## config.mk

```make
export PLATFORM = sky130hd
export DESIGN_NAME = pcd_top
export DESIGN_NICKNAME = d
export VERILOG_FILES = /design/src/verilog/pcd_pkg.sv /design/src/verilog/pcd_reg_if.sv /design/src/verilog/pcd_sync_edge.sv /design/src/verilog/pcd_apb_slave.sv /design/src/verilog/pcd_top.sv
export VERILOG_INCLUDE_DIRS = /design/src /design/src/verilog
export SDC_FILE = /design/constraint.sdc
export NUM_CORES = 1
export LEC_CHECK = 0
export ABC_AREA = 1
export BUFFER_PORTS_ARGS = -buffer_cell sky130_fd_sc_hd__buf_2
export CORE_ASPECT_RATIO = 1.1
export CORE_UTILIZATION = 47
export CTS_BUF_LIST = sky130_fd_sc_hd__clkbuf_8 sky130_fd_sc_hd__clkbuf_16
export DETAILED_ROUTE_END_ITERATION = 16
export GPL_TIMING_DRIVEN = 0
export PLACE_DENSITY = 0.73
export SLEW_MARGIN = 20
export SYNTH_ARGS = -nofsm -noshare
export SYNTH_HDL_FRONTEND = slang
export SYNTH_SLANG_ARGS = --single-unit
```

## constraint.sdc

```tcl
create_clock -name pclk -period 1.3 [get_ports pclk]
set_input_delay 0.065 -clock pclk [delete_from_list [all_inputs] [get_ports pclk]]
set_output_delay 0.065 -clock pclk [all_outputs]
set_load 0.1 [all_outputs]
```

## src/verilog/pcd_consts.svh

```systemverilog
`ifndef PCD_CONSTS_SVH
`define PCD_CONSTS_SVH

// ----------------------------------------------------------------------
// register byte offsets
// ----------------------------------------------------------------------
`define PCD_OFS_RISE 12'h000
`define PCD_OFS_FALL 12'h004
`define PCD_OFS_FLAG 12'h008
`define PCD_OFS_CTRL 12'h00c
`define PCD_OFS_EVT 12'h010
`define PCD_OFS_MASK 12'h014

// ----------------------------------------------------------------------
// field positions
// ----------------------------------------------------------------------
`define PCD_CTRL_MASTER_EN 0
`define PCD_CTRL_SUMMARY 1
`define PCD_EVT_CHANGE 0
`define PCD_EVT_WAKE 1
`define PCD_EVT_BITS 2

// ----------------------------------------------------------------------
// reset values and counts
// ----------------------------------------------------------------------
`define PCD_RST_PINS 8'h00
`define PCD_RST_EVT 2'h0
`define PCD_RST_DATA 32'h0000_0000
`define PCD_PRIME_CYCLES 3

`endif

```

## src/verilog/pcd_pkg.sv

```systemverilog
package pcd_pkg;

	typedef logic [11:0] pcd_addr_t;
	typedef logic [31:0] pcd_data_t;

	// apb slave phase, one-hot
	typedef enum logic [1:0] {
		PCD_ST_IDLE = 2'b01,
		PCD_ST_ACC = 2'b10
	} pcd_apb_st_e;

endpackage : pcd_pkg

```

## src/verilog/pcd_reg_if.sv

```systemverilog
`timescale 1ns/1ps
`default_nettype none

interface pcd_reg_if;
	import pcd_pkg::*;
	pcd_addr_t addr;
	pcd_data_t wdata;
	logic wr;
	pcd_data_t rdata;
	logic hit;

	modport bus (output addr, output wdata, output wr,
		input rdata, input hit);
	modport regs (input addr, input wdata, input wr,
		output rdata, output hit);
endinterface : pcd_reg_if

interface pcd_edge_if #(parameter int WIDTH = 8);
	logic [WIDTH-1:0] rise;
	logic [WIDTH-1:0] fall;

	modport det (output rise, output fall);
	modport use_side (input rise, input fall);
endinterface : pcd_edge_if

`default_nettype wire

```

## src/verilog/pcd_sync_edge.sv

```systemverilog
`timescale 1ns/1ps
`default_nettype none
`include "pcd_consts.svh"

module pcd_sync_edge #(
	parameter int WIDTH = 8
) (
	input wire logic pclk,
	input wire logic presetn,
	input wire logic [WIDTH-1:0] pins,
	pcd_edge_if.det edges
);
	import pcd_pkg::*;

	if (WIDTH < 1 || WIDTH > 8) begin : g_chk
		$error("pcd_sync_edge: WIDTH must be 1..8");
	end

	logic [WIDTH-1:0] meta_q;
	logic [WIDTH-1:0] sync_q;
	logic [WIDTH-1:0] prev_q;
	logic [`PCD_PRIME_CYCLES-1:0] prime_q;

	always_ff @(posedge pclk or negedge presetn) begin
		if (!presetn) begin
			meta_q <= '0;
			sync_q <= '0;
			prev_q <= '0;
		end else begin
			meta_q <= pins;
			sync_q <= meta_q;
			prev_q <= sync_q;
		end
	end

	// pins tied high at reset must not look like a rising edge
	always_ff @(posedge pclk or negedge presetn) begin
		if (!presetn) begin
			prime_q <= '0;
		end else begin
			prime_q <= {prime_q[`PCD_PRIME_CYCLES-2:0], 1'b1};
		end
	end

	assign edges.rise = prime_q[`PCD_PRIME_CYCLES-1] ?
		(sync_q & ~prev_q) : '0;
	assign edges.fall = prime_q[`PCD_PRIME_CYCLES-1] ?
		(~sync_q & prev_q) : '0;

endmodule : pcd_sync_edge

`default_nettype wire

```

## src/verilog/pcd_apb_slave.sv

```systemverilog
`timescale 1ns/1ps
`default_nettype none
`include "pcd_consts.svh"

module pcd_apb_slave (
	input wire logic pclk,
	input wire logic presetn,
	input wire logic psel,
	input wire logic penable,
	input wire logic pwrite,
	input wire pcd_pkg::pcd_addr_t paddr,
	input wire pcd_pkg::pcd_data_t pwdata,
	output pcd_pkg::pcd_data_t prdata,
	output logic pready,
	output logic pslverr,
	pcd_reg_if.bus rif
);
	import pcd_pkg::*;

	pcd_apb_st_e state_q;
	logic setup;

	assign setup = psel && !penable && state_q == PCD_ST_IDLE;
	assign rif.addr = paddr;
	assign rif.wdata = pwdata;
	// commit only at the completing edge
	assign rif.wr = psel && penable && pwrite && pready && !pslverr;

	// ----------------------------------------------------------------------
	// phase tracking: one wait-free access cycle after setup
	// ----------------------------------------------------------------------
	always_ff @(posedge pclk or negedge presetn) begin
		if (!presetn) begin
			state_q <= PCD_ST_IDLE;
		end else begin
			case (state_q)
				PCD_ST_IDLE: begin
					if (setup) begin
						state_q <= PCD_ST_ACC;
					end
				end
				PCD_ST_ACC: begin
					state_q <= PCD_ST_IDLE;
				end
				default: begin
					state_q <= PCD_ST_IDLE;
				end
			endcase
		end
	end

	always_ff @(posedge pclk or negedge presetn) begin
		if (!presetn) begin
			pready <= 1'b0;
			pslverr <= 1'b0;
			prdata <= `PCD_RST_DATA;
		end else begin
			pready <= setup;
			pslverr <= setup && !rif.hit;
			// read data sampled in setup so it comes from a flop
			prdata <= (setup && !pwrite && rif.hit) ?
				rif.rdata : `PCD_RST_DATA;
		end
	end

endmodule : pcd_apb_slave

`default_nettype wire

```

## src/verilog/pcd_top.sv

```systemverilog
`timescale 1ns/1ps
`default_nettype none
`include "pcd_consts.svh"

// Function
// - each port pin can raise a change interrupt on rising or falling edge
// - any pin or combination of pins may be enabled at once
// - master enable clear still sets flags; irq then comes only from event status bits enabled in the mask register
// - separate rise and fall detectors; rise detected only when enabled
// - falling edges detected only while that pin's fall enable is set
// - both enables set detects both edge directions
// - enabled edge sets pin flag; requests interrupt if master enabled
// - summary flag is the OR of all pin change flags
// - writing zero to a flag bit clears that flag
// - edge during a clearing write leaves the flag set
// - with master enable set, a change event wakes from sleep
// - flags are updated before the first instruction after waking
// - rise and fall enables are 8-bit read/write, reset to zero
// - eight hardware-set read/write change flags, reset to zero

module pcd_top #(
	parameter int WIDTH = 8
) (
	input wire logic pclk,
	input wire logic presetn,
	input wire logic psel,
	input wire logic penable,
	input wire logic pwrite,
	input wire pcd_pkg::pcd_addr_t paddr,
	input wire pcd_pkg::pcd_data_t pwdata,
	output pcd_pkg::pcd_data_t prdata,
	output logic pready,
	output logic pslverr,
	input wire logic [WIDTH-1:0] second_io_port,
	input wire logic sleep_active,
	output logic change_irq_summary_flag,
	output logic wake_req,
	output logic irq
);
	import pcd_pkg::*;

	if (WIDTH < 1 || WIDTH > 8) begin : g_chk
		$error("pcd_top: WIDTH must be 1..8");
	end

	// ----------------------------------------------------------------------
	// pin sampling and edge detection
	// ----------------------------------------------------------------------
	pcd_edge_if #(.WIDTH(WIDTH)) eif ();
	pcd_reg_if rif ();

	pcd_sync_edge #(.WIDTH(WIDTH)) u_edge (
		.pclk(pclk),
		.presetn(presetn),
		.pins(second_io_port),
		.edges(eif.det)
	);

	pcd_apb_slave u_apb (
		.pclk(pclk),
		.presetn(presetn),
		.psel(psel),
		.penable(penable),
		.pwrite(pwrite),
		.paddr(paddr),
		.pwdata(pwdata),
		.prdata(prdata),
		.pready(pready),
		.pslverr(pslverr),
		.rif(rif.bus)
	);

	// ----------------------------------------------------------------------
	// registers
	// ----------------------------------------------------------------------
	logic [WIDTH-1:0] rise_edge_enable_reg_q;
	logic [WIDTH-1:0] fall_edge_enable_reg_q;
	logic [WIDTH-1:0] pin_change_flag_reg_q;
	logic [WIDTH-1:0] pin_change_flag_reg_d;
	logic change_irq_master_enable_q;
	logic [`PCD_EVT_BITS-1:0] evt_q;
	logic [`PCD_EVT_BITS-1:0] evt_set;
	logic [`PCD_EVT_BITS-1:0] evt_mask_q;
	logic [WIDTH-1:0] hits;
	logic wake_now;

	function automatic logic wr_to(input pcd_addr_t a, input pcd_addr_t ofs,
		input logic wr);
		wr_to = wr && a == ofs;
	endfunction : wr_to

	function automatic pcd_data_t widen(input logic [WIDTH-1:0] v);
		widen = '0;
		widen[WIDTH-1:0] = v;
	endfunction : widen

	// any set of pins at once
	assign hits = (eif.rise & rise_edge_enable_reg_q) |
		(eif.fall & fall_edge_enable_reg_q);

	always_ff @(posedge pclk or negedge presetn) begin
		if (!presetn) begin
			rise_edge_enable_reg_q <= '0;
			fall_edge_enable_reg_q <= '0;
		end else begin
			if (wr_to(rif.addr, `PCD_OFS_RISE, rif.wr)) begin
				rise_edge_enable_reg_q <= rif.wdata[WIDTH-1:0];
			end
			if (wr_to(rif.addr, `PCD_OFS_FALL, rif.wr)) begin
				fall_edge_enable_reg_q <= rif.wdata[WIDTH-1:0];
			end
		end
	end

	// a coincident edge wins over the write
	always_comb begin
		pin_change_flag_reg_d = pin_change_flag_reg_q;
		if (wr_to(rif.addr, `PCD_OFS_FLAG, rif.wr)) begin
			pin_change_flag_reg_d = rif.wdata[WIDTH-1:0];
		end
		// enabled edge sets the pin flag
		pin_change_flag_reg_d = pin_change_flag_reg_d | hits;
	end

	// flags land in the same edge that raises the wake request
	always_ff @(posedge pclk or negedge presetn) begin
		if (!presetn) begin
			pin_change_flag_reg_q <= '0;
		end else begin
			pin_change_flag_reg_q <= pin_change_flag_reg_d;
		end
	end

	always_ff @(posedge pclk or negedge presetn) begin
		if (!presetn) begin
			change_irq_master_enable_q <= 1'b0;
			evt_mask_q <= `PCD_RST_EVT;
		end else begin
			if (wr_to(rif.addr, `PCD_OFS_CTRL, rif.wr)) begin
				change_irq_master_enable_q <=
					rif.wdata[`PCD_CTRL_MASTER_EN];
			end
			if (wr_to(rif.addr, `PCD_OFS_MASK, rif.wr)) begin
				evt_mask_q <= rif.wdata[`PCD_EVT_BITS-1:0];
			end
		end
	end

	// ----------------------------------------------------------------------
	// summary, wake and interrupt
	// ----------------------------------------------------------------------
	// summary follows the next flag state
	always_ff @(posedge pclk or negedge presetn) begin
		if (!presetn) begin
			change_irq_summary_flag <= 1'b0;
		end else begin
			change_irq_summary_flag <= |pin_change_flag_reg_d;
		end
	end

	// wake only with master enable set
	assign wake_now = sleep_active && change_irq_master_enable_q && |hits;

	// held until the core leaves sleep
	always_ff @(posedge pclk or negedge presetn) begin
		if (!presetn) begin
			wake_req <= 1'b0;
		end else begin
			wake_req <= sleep_active && (wake_req || wake_now);
		end
	end

	always_comb begin
		evt_set = '0;
		evt_set[`PCD_EVT_CHANGE] = |hits;
		evt_set[`PCD_EVT_WAKE] = wake_now;
	end

	// write-one-to-clear, a same-cycle event wins
	always_ff @(posedge pclk or negedge presetn) begin
		if (!presetn) begin
			evt_q <= `PCD_RST_EVT;
		end else if (wr_to(rif.addr, `PCD_OFS_EVT, rif.wr)) begin
			evt_q <= (evt_q & ~rif.wdata[`PCD_EVT_BITS-1:0]) | evt_set;
		end else begin
			evt_q <= evt_q | evt_set;
		end
	end

	// master enable clear blocks the change request only
	// request while master enable is set
	always_ff @(posedge pclk or negedge presetn) begin
		if (!presetn) begin
			irq <= 1'b0;
		end else begin
			irq <= (change_irq_master_enable_q &&
				|pin_change_flag_reg_d) || |(evt_q & evt_mask_q);
		end
	end

	// ----------------------------------------------------------------------
	// read decode
	// ----------------------------------------------------------------------
	always_comb begin
		rif.hit = 1'b1;
		rif.rdata = '0;
		if (rif.addr == `PCD_OFS_RISE) begin
			rif.rdata = widen(rise_edge_enable_reg_q);
		end else if (rif.addr == `PCD_OFS_FALL) begin
			rif.rdata = widen(fall_edge_enable_reg_q);
		end else if (rif.addr == `PCD_OFS_FLAG) begin
			rif.rdata = widen(pin_change_flag_reg_q);
		end else if (rif.addr == `PCD_OFS_CTRL) begin
			rif.rdata[`PCD_CTRL_MASTER_EN] = change_irq_master_enable_q;
			rif.rdata[`PCD_CTRL_SUMMARY] = |pin_change_flag_reg_q;
		end else if (rif.addr == `PCD_OFS_EVT) begin
			rif.rdata[`PCD_EVT_BITS-1:0] = evt_q;
		end else if (rif.addr == `PCD_OFS_MASK) begin
			rif.rdata[`PCD_EVT_BITS-1:0] = evt_mask_q;
		end else begin
			rif.hit = 1'b0;
		end
	end

endmodule : pcd_top

`default_nettype wire

```

==> flow_summary.yaml <==
logic_synthesis:
  synthTopCellsByCount: "nand2_1, dfrtp_1, inv_1"
  yosysTopAreaCell: "dfrtp_1"
  syn_inst: 364
  synth.top_cell.area_share: 0.5385
  yosysSeqAreaShare: 0.5465
  yosys_warnings: 0
  ys_ff_latch: 71
  synth_edf_count: 0
  netlist_top_cells_area: "dfrtp_1, nand2_1, buf_4, inv_1, o21ai_0"
  syn_area_mm2: 0.003253
  synthFlopType: "dfrtp_1"
  synthArstFlopShare: 1.000
  syn_area_per_cell_um2: 8.937
  synth.distinct_cells: 31
  synth.most_common_cell: "nand2_1"
final_layout:
  finish.net_count: 525
  area_delta_synth_final_pct: 29.58
  diodes: 0
  design_area_mm2: 0.004215
  nFillCells: 557
  final_cells: 554
  final_layout_size_suffix_gt1_frac: 0.3072
timing:
  fin_crit_ns: 1.662
  max_freq_ghz: 0.6017
  hold_viol: 0
  slew_viol_final: 0
  setup_slack_ns: -0.3620
  skew_ns: 0.005827
  rsz0062_at_grt: "yes"
  fin_tns_setup_ns: -4.599
  setup_violations: 37
  fin_crit_sh: 1.278
worst_setup_path:
  cp.required_ns: 1.55
  path_cells: "inv_2 > nand2_2 > nor2_4 > nand3_4 > nand2_1 > inv_1 > nor2_2 > nand2_2 > nor2_4 > nand2_2 > nand2_1 > nand2_1"
  cp_max_fo: 5
  r2r_start: "u_apb.pslverr"
  worst-path-buf-inv: 2
  crit_family: "simple AND/OR/NAND/NOR gates"
  cp-end-kind: "register"
  rrSetupSlack_ns: -0.36
  reg2reg_depth: 12
  critPathSlowestCell: "dfrtp_4"
  crit_arrival_ns: 1.91
  max_stage_delay_ns: 0.48
  worstSetupPathType: "register to register"
  worstReg2RegEnd: "irq"
  critPathLaunchType: "register"
global_route:
  grt_remaining_overflow: 0
  grt_pass1_wl_um: 11760
  grtUsageTotal: 0.2245
  grt_pass1_vias: 2533
  grt_max_degree: 42
  antenna_found_initial: 0
floorplanning:
  die-width_um: 81.33
  io-pin-count: 95
  core-area_mm2: 0.006633
  dieArea_mm2: 0.007259
  row_count: 31
  die_h_um: 89.26
  start_util: 0.4905
drt:
  drtIter0Drc: 246
  drc_errors: 0
  final_antenna_net_count: 0
  wl_per_cell_um: 12.90
  via_count: 2646
  drt_wl_total_um: 7147
  first_pass_iters: 5
  via_per_inst: 4.776
hold_path:
  hold_depth: 2
  hold_path_startpoint: "psel"
  min_to: "u_apb.pready"
  hold_class: "input port to register"
status:
  violations: "setup timing"
  status: "finished with violations"
placed_design:
  preCtsSetupSlack_ns: -0.5571
  port_buffers: 46
  dp_hpwl_um: 4796
  dp_cells: 516
  post_dp_cell_area_mm2: 0.003712
  place_congestion: 0.8794
power:
  p_total_mw: 4.549
  peakVddDrop_mv: 0.7072
  powerDensity_mw_per_mm2: 1079
  p_leak_nw: 2.234
clock_tree:
  clock-sinks: 71
  clkTransAtPathRegs_ns: 0.08
  h-tree-depth: 3
  cts_buffers: 9
  clock_path_buffers: 2
  cts_tree: "yes"
  clock_latency_ns: 0.36
  cts_root_buffer: "clkbuf_8"
run:
  maxCapViolCount: 0
## report_power, final
| part | internal (mW) | switching, mW |
|---|---|---|
| Sequential | 2.26 | 0.0264 |
| Combinational | 0.164 | 0.481 |
| Clock | 0.749 | 0.867 |
| Total | 3.17 | 1.37 |
## layer usage
layer,global-route usage,wire length (um)
met1,0.2802,3100
met2,0.3636,3482
met3,0.06020,449
met4,0.1039,114
met5,0,0
## final cells by class
class	instances	area, um^2	area share
repair buffers	69	475.5	0.1128
inverters	54	202.7	0.04809
well taps	82	102.6	0.02434
clock inverters	6	42.54	0.01009
clock buffers	10	137.6	0.03265
plain buffers	29	237.7	0.05640
flip-flops and latches	71	1787	0.4239
multi-input cells	233	1230	0.2918
## worst reg2reg max path: cells and delay by family, from the launching register on
| kind | cells | cell delay (ns) |
|---|---|---|
| buffers and inverters | 2 | 0.11 |
| flip-flops | 1 | 0.48 |
| AND/OR/NAND/NOR | 10 | 0.97 |
## layout by cell type (no fill, tap or decap), types with 2 or more instances in the layout
cell type      instances
nand2_4                2
dlygate4sd3_1         18
o211ai_1               2
inv_1                 44
nand2_2               10
a21oi_1                9
o21ai_1               13
clkbuf_8              10
nand3_4                2
inv_6                  2
clkinvlp_4             2
inv_2                 10
buf_6                  2
buf_4                 28
nor2_4                 5
nor2_1                25
nand3b_1               6
dfrtp_4                2
nand4_1                8
buf_8                  2
nand2_1               68
dfrtp_1               67
conb_1                25
clkinv_2               2
o21ai_0               17
nor2_8                 2
a221oi_1               5
buf_12                 2
nor3_1                 7
and3_1                 2
nand3_2                2
nor2_2                 8
buf_2                 46
o21ai_2                2
nand3_1                9
## stage by stage
stage / utilization / hold WS [ns]
CTS: 0.6255 / 0.004875
detailed placement: 0.5597 / 0.02050
finish: 0.6355 / 0.01627
floorplan: - / -0.2306
global placement: 0.5563 / 0.1725
global route: 0.6355 / 0.01068
## flip-flops by register name, summed over array words and instances (netlist names), 2 cells and up
signal	cells
fall_edge_enable_reg_q	8
pin_change_flag_reg_q	8
rise_edge_enable_reg_q	8
u_apb.prdata	8
u_edge.meta_q	8
u_edge.prev_q	8
u_edge.sync_q	8
u_edge.prime_q	3
evt_mask_q	2
evt_q	2
u_apb.state_q	2
## kinds of logic (layout without fill, tap and decap cells)
family                 Yosys count  after routing  share of synthesized area
AND/OR/NAND/NOR                156            157                     0.2342
buffers and inverters           84            168                     0.1281
flip-flops                      71             71                     0.5465
AO/OA/AOI/OAI                   50             50                    0.08538
other                            2             25                   0.002309
multiplexers                     1              1                   0.003461
## worst max-delay path by stage
stage	start	endpoint	slack [ns]	depth (start not counted)
5_1_grt	u_apb.pslverr	irq	-0.47	12
3_5_place_dp	u_apb.pslverr	rise_edge_enable_reg_q[5]	-0.56	7
4_1_cts	u_apb.pslverr	irq	-0.33	12
2_1_floorplan	u_apb.pready	irq	-0.33	11
6_report	u_apb.pslverr	irq	-0.36	12
3_3_place_gp	u_apb.pslverr	rise_edge_enable_reg_q[6]	-0.49	8
## timing repair
action,4_1_cts,5_1_grt
setup buffers,3,1
cloned,1,0
endpoints found under the setup margin,35,40
resized for setup,13,26
pin swaps,13,10
endpoints found under the hold margin,64,0
hold buffers,18,0
(Power assumes the default switching activity.)
